--- config.mk ---
export PLATFORM = sky130hd
export DESIGN_NAME = current_fault_delay_protection
export DESIGN_NICKNAME = d
export VERILOG_FILES = /design/src/design/cfd_pkg.sv /design/src/design/current_fault_delay_protection.sv
export SDC_FILE = /design/constraint.sdc
export NUM_CORES = 1
export LEC_CHECK = 0
export ABC_AREA = 0
export BUFFER_PORTS_ARGS = -buffer_cell sky130_fd_sc_hd__buf_4
export CORE_MARGIN = 3
export CORE_UTILIZATION = 30
export DETAILED_ROUTE_END_ITERATION = 10
export PLACE_DENSITY_LB_ADDON = 0.3
export SLEW_MARGIN = 20
export SYNTH_ARGS = -nofsm -noshare
export SYNTH_HDL_FRONTEND = slang
export SYNTH_SLANG_ARGS = --single-unit
--- constraint.sdc ---
create_clock -name clk -period 9.3 [get_ports clk]
set_clock_uncertainty 0.15 [all_clocks]
set_input_delay 0.465 -clock clk [delete_from_list [all_inputs] [get_ports clk]]
set_output_delay 0.465 -clock clk [all_outputs]
set_load 0.01 [all_outputs]
--- src/design/cfd_pkg.sv ---
// cfd_pkg: constants, register map and carrier types of the current fault delay block
// assumes a 10 MHz system clock and a 32-bit Avalon-MM register port
package cfd_pkg;

	// clock and timing
	localparam int CLK_MHZ           = 10;
	localparam int OCD_BASE_MS       = 1;
	localparam int OCD_STEP_MS       = 2;
	localparam int MS_US             = 1000;
	localparam int OCD_MS_CYCLES     = MS_US * CLK_MHZ;
	localparam int SC_STEP_US        = 61;
	localparam int SC_STEP_CYCLES    = SC_STEP_US * CLK_MHZ;
	localparam int WD_WINDOW_MS      = 100;
	localparam int WD_WINDOW_CYCLES  = WD_WINDOW_MS * OCD_MS_CYCLES;
	localparam int DLY_W             = 24;

	// threshold scale in mV with the sense range at full scale
	localparam int OCD_BASE_MV       = 50;
	localparam int OCD_STEP_MV       = 10;
	localparam int SCC_BASE_MV       = 100;
	localparam int SCC_STEP_MV       = 50;
	localparam int SCC_FULL_MAX_CODE = 4;
	localparam int SCD_BASE_MV       = 100;
	localparam int SCD_STEP_MV       = 50;
	localparam int MV_W              = 11;

	// register byte offsets
	localparam logic [4:0] OFS_CONTROL   = 5'h00;
	localparam logic [4:0] OFS_THRESHOLD = 5'h04;
	localparam logic [4:0] OFS_DELAY     = 5'h08;
	localparam logic [4:0] OFS_STATUS    = 5'h0C;
	localparam logic [4:0] OFS_MASK      = 5'h10;

	// field positions
	localparam int CTL_HALVE_BIT  = 0;
	localparam int CTL_DOUBLE_BIT = 1;
	localparam int CTL_ENABLE_BIT = 2;
	localparam int THR_OCD_LSB    = 0;
	localparam int THR_SCD_LSB    = 8;
	localparam int THR_SCC_LSB    = 16;
	localparam int DLY_OCD_LSB    = 0;
	localparam int DLY_SCD_LSB    = 8;
	localparam int DLY_SCC_LSB    = 16;
	localparam int STA_LIVE_LSB   = 8;
	localparam int STA_WD_BIT     = 12;

	// fault indices
	localparam int F_OCD = 0;
	localparam int F_SCD = 1;
	localparam int F_SCC = 2;
	localparam int NFAULT = 3;

	// reset values
	localparam logic [2:0]  CONTROL_RST = 3'h4;
	localparam logic [3:0]  CODE4_RST   = 4'h0;
	localparam logic [2:0]  CODE3_RST   = 3'h0;
	localparam logic [2:0]  MASK_RST    = 3'h0;
	localparam logic [31:0] WORD_ZERO   = 32'h00000000;

	typedef struct packed {
		logic       protectEnable;
		logic       shortDischargeDelayDoubling;
		logic       senseRangeHalving;
	} cfd_control_t;

	typedef struct packed {
		logic [2:0] shortCircuitCharge;
		logic [2:0] shortCircuitDischarge;
		logic [3:0] overcurrentDischarge;
	} cfd_thresh_t;

	typedef struct packed {
		logic [3:0] shortChargeDelay;
		logic [3:0] shortDischargeDelay;
		logic [3:0] overcurrentDischargeDelay;
	} cfd_delay_t;

	typedef struct packed {
		logic [MV_W-1:0] shortCircuitCharge;
		logic [MV_W-1:0] shortCircuitDischarge;
		logic [MV_W-1:0] overcurrentDischarge;
	} cfd_levels_t;

endpackage

--- src/design/current_fault_delay_protection.sv ---
// current_fault_delay_protection: threshold codes, fault qualification delays,
// sticky fault status with read-clear, interrupt mask and an Avalon-MM slave
// assumes comparator and watchdog inputs already synchronous to clk
module current_fault_delay_protection
	import cfd_pkg::*;
#(
	parameter int MS_CYCLES        = OCD_MS_CYCLES,
	parameter int WATCHDOG_CYCLES  = WD_WINDOW_CYCLES
) (
	input  wire logic              clk,
	input  wire logic              rst_n,
	input  wire logic              ce,
	// Avalon-MM slave
	input  wire logic [4:0]        address,
	input  wire logic              read,
	input  wire logic              write,
	input  wire logic [31:0]       writedata,
	input  wire logic [3:0]        byteenable,
	output logic      [31:0]       readdata,
	output logic                   waitrequest,
	// comparator results from the sense-resistor front end
	input  wire logic              cmpOvercurrentDischarge,
	input  wire logic              cmpShortCircuitDischarge,
	input  wire logic              cmpShortCircuitCharge,
	input  wire logic              watchdogInputPulse,
	// programmed levels to the comparator references
	output logic                   senseRangeHalving,
	output cfd_levels_t            thresholdMv,
	// qualified faults and interrupt
	output logic [NFAULT-1:0]      faultLatched,
	output logic                   irq
);

	cfd_control_t           control_ff;
	cfd_thresh_t            thresh_ff;
	cfd_delay_t             delay_ff;
	logic [NFAULT-1:0]      status_ff;
	logic [NFAULT-1:0]      mask_ff;
	logic [31:0]            readdata_ff;
	logic                   waitrequest_ff;
	logic                   senseRangeHalving_ff;
	cfd_levels_t            levels_ff;
	logic                   irq_ff;
	logic [DLY_W-1:0]       cnt_ff [NFAULT];
	logic [NFAULT-1:0]      tripped_ff;
	logic [NFAULT-1:0]      event_ff;
	logic                   wdPrev_ff;
	logic [DLY_W-1:0]       wdAge_ff;
	logic                   wdActive_ff;

	logic                   accept;
	logic                   grant;
	logic                   wrControl;
	logic                   wrThresh;
	logic                   wrDelay;
	logic                   wrMask;
	logic                   rdStatus;
	logic [31:0]            wmask;
	logic [NFAULT-1:0]      cmp;
	logic [DLY_W-1:0]       target [NFAULT];
	logic [31:0]            nxt_readdata;
	logic [31:0]            thrWord;
	logic [31:0]            dlyWord;
	logic [NFAULT-1:0]      nxt_status;
	logic [NFAULT-1:0]      clrMask;
	logic [31:0]            ctlWord;
	logic [31:0]            mskWord;
	logic [31:0]            ctlMerged;
	logic [31:0]            thrMerged;
	logic [31:0]            dlyMerged;
	logic [31:0]            mskMerged;
	logic                   wdEdge;
	logic                   wdExpired;

	// threshold magnitude in mV; halving scales base and step alike
	function automatic logic [MV_W-1:0] levelMv(input int baseMv, input int stepMv,
		input logic [3:0] code, input logic halve);
		int mv;
		mv = baseMv + stepMv * int'(code);
		if (halve)
			mv = mv / 2;
		return mv[MV_W-1:0];
	endfunction

	// qualification delay in clock cycles
	function automatic logic [DLY_W-1:0] delayCycles(input int baseSteps, input int perCode,
		input logic [3:0] code, input int stepCycles);
		int cyc;
		cyc = (baseSteps + perCode * int'(code)) * stepCycles;
		return cyc[DLY_W-1:0];
	endfunction

	// byte-lane merge of a write into the current register image
	function automatic logic [31:0] laneMerge(input logic [31:0] cur, input logic [31:0] wr,
		input logic [31:0] lanes);
		return (wr & lanes) | (cur & ~lanes);
	endfunction

	// bus decode: one wait state, then accept on the edge with waitrequest low
	assign grant     = (read | write) & waitrequest_ff;
	assign accept    = (read | write) & ~waitrequest_ff;
	assign wrControl = accept & write & (address == OFS_CONTROL);
	assign wrThresh  = accept & write & (address == OFS_THRESHOLD);
	assign wrDelay   = accept & write & (address == OFS_DELAY);
	assign wrMask    = accept & write & (address == OFS_MASK);
	assign rdStatus  = accept & read & (address == OFS_STATUS);
	assign wmask     = {{8{byteenable[3]}}, {8{byteenable[2]}},
		{8{byteenable[1]}}, {8{byteenable[0]}}};

	assign cmp = {cmpShortCircuitCharge, cmpShortCircuitDischarge, cmpOvercurrentDischarge};

	always_comb begin
		thrWord = WORD_ZERO;
		thrWord[THR_OCD_LSB +: 4] = thresh_ff.overcurrentDischarge;
		thrWord[THR_SCD_LSB +: 3] = thresh_ff.shortCircuitDischarge;
		thrWord[THR_SCC_LSB +: 3] = thresh_ff.shortCircuitCharge;
		dlyWord = WORD_ZERO;
		dlyWord[DLY_OCD_LSB +: 4] = delay_ff.overcurrentDischargeDelay;
		dlyWord[DLY_SCD_LSB +: 4] = delay_ff.shortDischargeDelay;
		dlyWord[DLY_SCC_LSB +: 4] = delay_ff.shortChargeDelay;
		ctlWord = WORD_ZERO;
		ctlWord[CTL_HALVE_BIT]  = control_ff.senseRangeHalving;
		ctlWord[CTL_DOUBLE_BIT] = control_ff.shortDischargeDelayDoubling;
		ctlWord[CTL_ENABLE_BIT] = control_ff.protectEnable;
		mskWord = WORD_ZERO;
		mskWord[NFAULT-1:0] = mask_ff;
	end

	assign ctlMerged = laneMerge(ctlWord, writedata, wmask);
	assign thrMerged = laneMerge(thrWord, writedata, wmask);
	assign dlyMerged = laneMerge(dlyWord, writedata, wmask);
	assign mskMerged = laneMerge(mskWord, writedata, wmask);

	always_comb begin
		nxt_readdata = WORD_ZERO;
		case (address)
			OFS_CONTROL: begin
				nxt_readdata[CTL_HALVE_BIT]  = control_ff.senseRangeHalving;
				nxt_readdata[CTL_DOUBLE_BIT] = control_ff.shortDischargeDelayDoubling;
				nxt_readdata[CTL_ENABLE_BIT] = control_ff.protectEnable;
			end
			OFS_THRESHOLD: nxt_readdata = thrWord;
			OFS_DELAY:     nxt_readdata = dlyWord;
			OFS_STATUS: begin
				nxt_readdata[NFAULT-1:0] = status_ff;
				nxt_readdata[STA_LIVE_LSB +: NFAULT] = cmp;
				nxt_readdata[STA_WD_BIT] = wdActive_ff;
			end
			OFS_MASK:      nxt_readdata[NFAULT-1:0] = mask_ff;
			default:       nxt_readdata = WORD_ZERO;
		endcase
	end

	// one wait state per access; low for exactly the accept cycle
	always_ff @(posedge clk or negedge rst_n) begin
		if (!rst_n) begin
			waitrequest_ff <= 1'b1;
		end else if (ce) begin
			waitrequest_ff <= ~grant;
		end
	end

	// read data captured at grant; zero after a write grant
	always_ff @(posedge clk or negedge rst_n) begin
		if (!rst_n) begin
			readdata_ff <= WORD_ZERO;
		end else if (ce && grant) begin
			readdata_ff <= read ? nxt_readdata : WORD_ZERO;
		end
	end

	// control register
	always_ff @(posedge clk or negedge rst_n) begin
		if (!rst_n) begin
			control_ff <= CONTROL_RST;
		end else if (ce && wrControl) begin
			control_ff.senseRangeHalving           <= ctlMerged[CTL_HALVE_BIT];
			control_ff.shortDischargeDelayDoubling <= ctlMerged[CTL_DOUBLE_BIT];
			control_ff.protectEnable               <= ctlMerged[CTL_ENABLE_BIT];
		end
	end

	// threshold codes
	always_ff @(posedge clk or negedge rst_n) begin
		if (!rst_n) begin
			thresh_ff <= {CODE3_RST, CODE3_RST, CODE4_RST};
		end else if (ce && wrThresh) begin
			thresh_ff.overcurrentDischarge  <= thrMerged[THR_OCD_LSB +: 4];
			thresh_ff.shortCircuitDischarge <= thrMerged[THR_SCD_LSB +: 3];
			thresh_ff.shortCircuitCharge    <= thrMerged[THR_SCC_LSB +: 3];
		end
	end

	// delay codes
	always_ff @(posedge clk or negedge rst_n) begin
		if (!rst_n) begin
			delay_ff <= {CODE4_RST, CODE4_RST, CODE4_RST};
		end else if (ce && wrDelay) begin
			delay_ff.overcurrentDischargeDelay <= dlyMerged[DLY_OCD_LSB +: 4];
			delay_ff.shortDischargeDelay       <= dlyMerged[DLY_SCD_LSB +: 4];
			delay_ff.shortChargeDelay          <= dlyMerged[DLY_SCC_LSB +: 4];
		end
	end

	// interrupt mask
	always_ff @(posedge clk or negedge rst_n) begin
		if (!rst_n) begin
			mask_ff <= MASK_RST;
		end else if (ce && wrMask) begin
			mask_ff <= mskMerged[NFAULT-1:0];
		end
	end

	// comparator reference levels
	always_ff @(posedge clk or negedge rst_n) begin
		if (!rst_n) begin
			senseRangeHalving_ff <= 1'b0;
			levels_ff            <= '0;
		end else if (ce) begin
			senseRangeHalving_ff <= control_ff.senseRangeHalving;
			levels_ff.overcurrentDischarge <= levelMv(OCD_BASE_MV, OCD_STEP_MV,
				thresh_ff.overcurrentDischarge, control_ff.senseRangeHalving);
			levels_ff.shortCircuitDischarge <= levelMv(SCD_BASE_MV, SCD_STEP_MV,
				{1'b0, thresh_ff.shortCircuitDischarge},
				control_ff.senseRangeHalving);
			// charge level is a negative voltage; magnitude is carried
			if (!control_ff.senseRangeHalving
				&& thresh_ff.shortCircuitCharge > SCC_FULL_MAX_CODE[2:0])
				levels_ff.shortCircuitCharge <= levelMv(SCC_BASE_MV, SCC_STEP_MV,
					SCC_FULL_MAX_CODE[3:0], 1'b0);
			else
				levels_ff.shortCircuitCharge <= levelMv(SCC_BASE_MV, SCC_STEP_MV,
					{1'b0, thresh_ff.shortCircuitCharge},
					control_ff.senseRangeHalving);
		end
	end

	// delay targets in cycles; exact clock count keeps error far inside tolerance
	always_comb begin
		target[F_OCD] = delayCycles(OCD_BASE_MS, OCD_STEP_MS,
			delay_ff.overcurrentDischargeDelay, MS_CYCLES);
		target[F_SCD] = delayCycles(0, control_ff.shortDischargeDelayDoubling ? 2 : 1,
			delay_ff.shortDischargeDelay, SC_STEP_CYCLES);
		target[F_SCC] = delayCycles(0, 1, delay_ff.shortChargeDelay,
			SC_STEP_CYCLES);
	end

	// per-fault qualification counters; one event per comparator assertion
	always_ff @(posedge clk or negedge rst_n) begin
		if (!rst_n) begin
			for (int i = 0; i < NFAULT; i++)
				cnt_ff[i] <= '0;
			tripped_ff <= '0;
			event_ff   <= '0;
		end else if (ce) begin
			for (int i = 0; i < NFAULT; i++) begin
				event_ff[i] <= 1'b0;
				if (!cmp[i] || !control_ff.protectEnable) begin
					cnt_ff[i]     <= '0;
					tripped_ff[i] <= 1'b0;
				end else if (!tripped_ff[i]) begin
					if (cnt_ff[i] >= target[i]) begin
						tripped_ff[i] <= 1'b1;
						event_ff[i]   <= 1'b1;
					end else begin
						cnt_ff[i] <= cnt_ff[i] + 1'b1;
					end
				end
			end
		end
	end

	// sticky status; a read clears only the bits it returned, so a fault that
	// lands between grant and accept is kept; a new fault beats the clear
	assign clrMask    = rdStatus ? readdata_ff[NFAULT-1:0] : {NFAULT{1'b0}};
	assign nxt_status = (status_ff & ~clrMask) | event_ff;

	always_ff @(posedge clk or negedge rst_n) begin
		if (!rst_n) begin
			status_ff <= '0;
		end else if (ce) begin
			status_ff <= nxt_status;
		end
	end

	// level interrupt follows the status it is computed from
	always_ff @(posedge clk or negedge rst_n) begin
		if (!rst_n) begin
			irq_ff <= 1'b0;
		end else if (ce) begin
			irq_ff <= |(nxt_status & mask_ff);
		end
	end

	assign wdEdge    = watchdogInputPulse != wdPrev_ff;
	assign wdExpired = wdAge_ff >= WATCHDOG_CYCLES[DLY_W-1:0];

	// watchdog pin history for edge detection
	always_ff @(posedge clk or negedge rst_n) begin
		if (!rst_n) begin
			wdPrev_ff <= 1'b0;
		end else if (ce) begin
			wdPrev_ff <= watchdogInputPulse;
		end
	end

	// cycles since the last watchdog edge, held at the window
	always_ff @(posedge clk or negedge rst_n) begin
		if (!rst_n) begin
			wdAge_ff <= '0;
		end else if (ce) begin
			if (wdEdge) begin
				wdAge_ff <= '0;
			end else if (!wdExpired) begin
				wdAge_ff <= wdAge_ff + 1'b1;
			end
		end
	end

	// any edge within the window marks the watchdog active
	always_ff @(posedge clk or negedge rst_n) begin
		if (!rst_n) begin
			wdActive_ff <= 1'b0;
		end else if (ce) begin
			if (wdEdge) begin
				wdActive_ff <= 1'b1;
			end else if (wdExpired) begin
				wdActive_ff <= 1'b0;
			end
		end
	end

	assign readdata          = readdata_ff;
	assign waitrequest       = waitrequest_ff;
	assign senseRangeHalving = senseRangeHalving_ff;
	assign thresholdMv       = levels_ff;
	assign faultLatched      = status_ff;
	assign irq               = irq_ff;

endmodule // current_fault_delay_protection

**After elaboration in Yosys (flattened, before gate mapping)**

Index checks and enable logic that the tools add are counted.

- Register bits: 203
- Output and inout port bits: 71
- Input bits: 50
- Logic and storage cells: 153

- Add/subtract/negate cells: 11
- $lt $le $gt $ge: 5
- Eq/ne operators: 12
- Bitwise logic cells: 29
- Reduce and logical (&&, ||, !) cells: 22
- Multipliers: 7
- Muxes and demuxes: 41

Operators by type and width:

| kind | number |
|---|---|
| 2-to-1 mux 24 bit | 11 |
| adder 24 x 1 -> 24 bit (second input constant) | 4 |
| 2-to-1 mux 11 bit | 4 |
| bitwise AND 20 bit | 2 |
| 2-to-1 mux 32 bit | 1 |
| greater-or-equal comparator 24 x 14 -> 1 bit | 1 |
| greater-or-equal comparator 24 x 16 -> 1 bit | 1 |
| greater-or-equal comparator 24 x 20 -> 1 bit | 1 |
| greater-or-equal comparator 24 x 20 -> 1 bit (second input constant) | 1 |
| adder 7 x 9 -> 10 bit (first input constant) | 2 |
| adder 9 x 1 -> 10 bit | 2 |
| NOT 20 bit | 1 |
| bitwise OR 20 bit | 1 |
| bitwise AND 19 bit | 1 |
| 2-to-1 mux 1 bit | 19 |
| bitwise OR 19 bit | 1 |
| multiplier 5 x 3 -> 8 bit (first input constant) | 2 |
| multiplier 6 x 10 -> 16 bit (second input constant) | 1 |
| multiplier 6 x 9 -> 15 bit (second input constant) | 1 |
| case mux 3 bit (5 select lines) | 1 |
| case mux 7 bit (2 select lines) | 1 |
| multiplier 4 x 9 -> 13 bit (second input constant) | 1 |
| bitwise AND 3 bit | 4 |
| == test 5 x 4 -> 1 bit (second input constant) | 2 |
| 29 further kinds | 61 |

**Depth between registers and ports, before layout**

- Depth in word-level cells: 10
- Depth in mapped cells: 24
- Mapped depth without buffers: 22

**Least setup slack after synthesis**

OpenSTA, ideal clock, no wires.

- Path kind: flip-flop to flip-flop
- From: register (tool-made name)
- To: register cnt_ff[63] in the netlist's numbering
- Stages on the path, launching flop included: 20
- Data arrival time: 4.909 ns
- Period minus slack after synthesis: 5.198 ns
- Path slack: 4.102 ns
- Required time: 9.010 ns
- Path through: dfrtp_1 inv_1 fa_1 inv_1 fa_1 inv_1 ha_1 a21oi_1 nand2b_1 a21boi_0 o41ai_1 xnor2_1 ha_1 a21o_1 a2111o_1 a2111oi_4 nand3_4 buf_2 o311ai_0 o41ai_1

RTL lines:

| item | line | source |
|---|---|---|
| to (signal, indexed assignment) | current_fault_delay_protection.sv:266 | `cnt_ff[i] <= cnt_ff[i] + 1'b1;` |
| to (decl) | current_fault_delay_protection.sv:44 | `logic [DLY_W-1:0] cnt_ff [NFAULT];` |

==> reports/results.txt <==
Reg area - 4510 sq um
largest net degree at the start of global routing - 68
Ys Warns - 0
IO buf count - 76
Core ar. - 37800 sq um
Synth Area in Simple Gates - 17.7%
status - completed
TritonRoute pass-1 iters - 5
area occupied by multi-input gates - 6520 sq um
1st-iter DRT viols - 573
via count - 8934
sequential area share after synthesis - 39.2%
Total GRT Usage - 14.3%
maximum clock path buffer count - 2
RSZ-0062 raised after global routing - false
net switching power - 0.562 mW
PD cells - 145 nW/um^2
VDD IR-drop max - 124 uV
H-tree depth - 4
synthesized area - 11500 sq um
placed inst area - 12600 sq um
post-route minimum period - 5950 ps
CTS Buf Count - 17
hold depth - 3
CP Capture Type - flop
Max Cap Viol - 0
clock share of power - 39.9%
hpwl dp - 21400 microns
Post-synth top flop - dfrtp_1
Post-synth EDFFs - 0
# setup viols final - 0
global-route wire length before repair - 47200 microns
mux cell area share after synthesis - 5.56%
XOR/XNOR Fraction of Synth Area - 4.19%
endpoints failing hold - 0
Final ANT Viol Nets - 0
Post-Route WL - 28700 microns
largest family of logic cells by synthesized area - simple AND/OR/NAND/NOR gates
non-filler cells, final - 1786
Worst slew margin - 31.2%
CTS tree - done
initial antenna violation count - 3
Int Power - 1.35 mW
gr ovfl total - 0
Die W - 202 microns
leakage - 6.21 nW
Final nets - 1436
setup tns final - 0 ps
Hold WC Path Type - in -> reg
fillers - 3810
Switching Share - 29.4%
Clk pin slew, worst setup/hold paths - 80 ps
Slew @ Worst Pin - 1030 ps
die area - 40700 sq um
worst r2r path cells - 18
Root Driver - clkbuf_16
WL/cell - 16.1 microns
post-route cell area - 13200 sq um
FMAX - 0.168 GHz
Seq pwr share - 44.3%
CP startpoint kind - flop
Max Slew Vio Count - 0
Syn Inst Count - 1190
vias in the first global route - 8713
Vias/cell - 5.00
Placer Congestion - 0.824
DRC - 0
die height - 202 microns
combinational power share - 15.8%
Crit Path Category - reg -> reg
fin worst setup slack - 3350 ps
period utilization - 64.0%
Post-CTS Setup Repair Bufs - 0
pre-CTS setup slack - 3350 ps
worst path arrival time - 6180 ps
clock latency at the later pin of the worst-skew pair - 450 ps
layout cells sized above 1 - 13.5%
post-synthesis adder-cell area fraction - 14.1%
P&R area growth vs syn - 14.8%
Initial Util - 30.5%
Avg Inst Size Synth - 9.67 sq um
hold slack - 80.8 ps
Placed Cells incl. Taps - 1752
clock sinks - 180
IO Count - 121
post-synth cell types - 69
WP data required - 9520 ps
row count - 71
Compound-Gate Fraction of Synth Area - 14.2%
Worst Path Max Fanout - 16
Synth async-reset ratio - 100%
#FFs+latches synth - 180
==> critical path, stage by stage, from the launching register on <==
cell and delay (ps):
dfrtp_1 540, inv_1 160, fa_1 510, inv_1 60, fa_1 540, inv_1 40, ha_1 320, a21oi_1 210
nand2b_1 130, a21boi_0 120, o41ai_1 350, xnor2_1 180, ha_1 280, a21o_1 190, a2111o_1 460, a2111oi_4 630
nand3_4 290, or4_1 550, a21oi_1 150
==> power by group through the flow <==
stage / registers, mW / logic (mW) / clock network [mW]
after floorplan: 0.865 / 0.182 / 0
after global placement: 0.862 / 0.300 / 0
after detailed placement: 0.862 / 0.304 / 0
after CTS: 0.848 / 0.307 / 0.784
after global routing: 0.854 / 0.342 / 0.820
final: 0.848 / 0.301 / 0.763
==> layout make-up <==
type / instances / area share [%]
multi-input combinational: 902 / 49.3
sequential: 180 / 34.1
timing repair buffer: 87 / 5.01
tap: 511 / 4.84
clock buffer: 17 / 3.22
inverter: 73 / 2.07
clock inverter: 15 / 1.39
antenna: 1 / 0.0189
==> per-stage QoR <==
step / util (%) / total power, mW
floorplan: - / 1.05
global placement: 33.3 / 1.16
detailed placement: 33.3 / 1.17
CTS: 35.0 / 1.94
global route: 35.0 / 2.02
finish: 35.0 / 1.91
==> cells by family after synthesis <==
kind of cell / after synthesis
AND/OR/NAND/NOR: 393
multiplexers: 59
AO/OA/AOI/OAI: 243
adder cells (fa/ha/maj): 126
other: 1
flip-flops: 180
buffers and inverters: 133
XOR/XNOR: 55
==> cell usage in the layout (no fill, tap or decap), types with 5 or more instances in the layout <==
cell       instances
or3_1             15
inv_1             73
nor2b_1            6
conb_1            26
o41ai_1           14
nor4_1            25
ha_1             118
a211oi_1           7
or4_1              7
nor2_1            75
fa_1               7
xor2_1            21
dfrtp_1          178
a31oi_1            5
mux2_2            39
nand4_1           27
o21ai_0           53
a21oi_1           64
xnor2_1           34
nand3_1           49
buf_4             85
a21o_1            18
and3_1            11
nor3_1            22
clkbuf_16         17
mux2i_1           20
o31ai_1            9
a221oi_1           7
nand2_1           81
o311ai_0          12
and2_1            29
o211ai_1           8
inv_8              5
a21boi_0           6
nand2b_1          27
o21a_1            11
==> metal layers <==
metal  vias to the layer above  GRT usage (%)  part of all wire [%]
met5                         -              0                 0.080
met1                      4314           19.9                    49
met2                       168           22.1                    45
met3                        33           3.25                   4.6
li1                       4415              -                     -
met4                         4           4.88                   1.9
==> synth_stat cells (all sizes together) (5+ instances only) <==
master  number  share of area, %
a211oi       7              0.46
a21boi       6              0.39
a21o        18               1.2
a21oi       65               2.8
a221oi       7              0.53
a31oi        5              0.27
and2        30               1.6
and3        11              0.60
buf         28               1.7
clkbuf      32               1.0
dfrtp      178                39
fa           7               1.2
ha         118                13
inv         73               2.4
mux2        39               3.8
mux2i       20               1.7
nand2       81               2.6
nand2b      27               1.5
nand3       50               2.3
nand4       27               1.5
nor2        75               2.4
nor2b        6              0.33
nor3        22              0.96
nor4        26               1.4
o211ai       8              0.52
o21a        11              0.72
o21ai       54               2.3
o311ai      12              0.91
o31ai        9              0.59
o41ai       14               1.1
or3         15              0.82
or4          8              0.55
xnor2       34               2.6
xor2        21               1.6
==> repair_timing <==
| item | CTS | global route |
|---|---|---|
| resized for setup | 0 | 0 |
| endpoints found under the setup margin | 0 | 0 |
| hold buffers | 1 | 0 |
| endpoints found under the hold margin | 63 | 0 |
==> path summary, 6_finish.rpt <==
check	startpoint	endpoint	slack (ps)
max reg2reg	flop	cnt_ff[65]	3350
min in group asynchronous	rst_n	cnt_ff[61]	420
min reg2reg	wdAge_ff[23]	wdAge_ff[23]	340
min	writedata[17]	flop	80
max in group asynchronous	rst_n	cnt_ff[20]	7260
max	flop	cnt_ff[65]	3350
No activity file was read; power rests on OpenSTA's default activity.
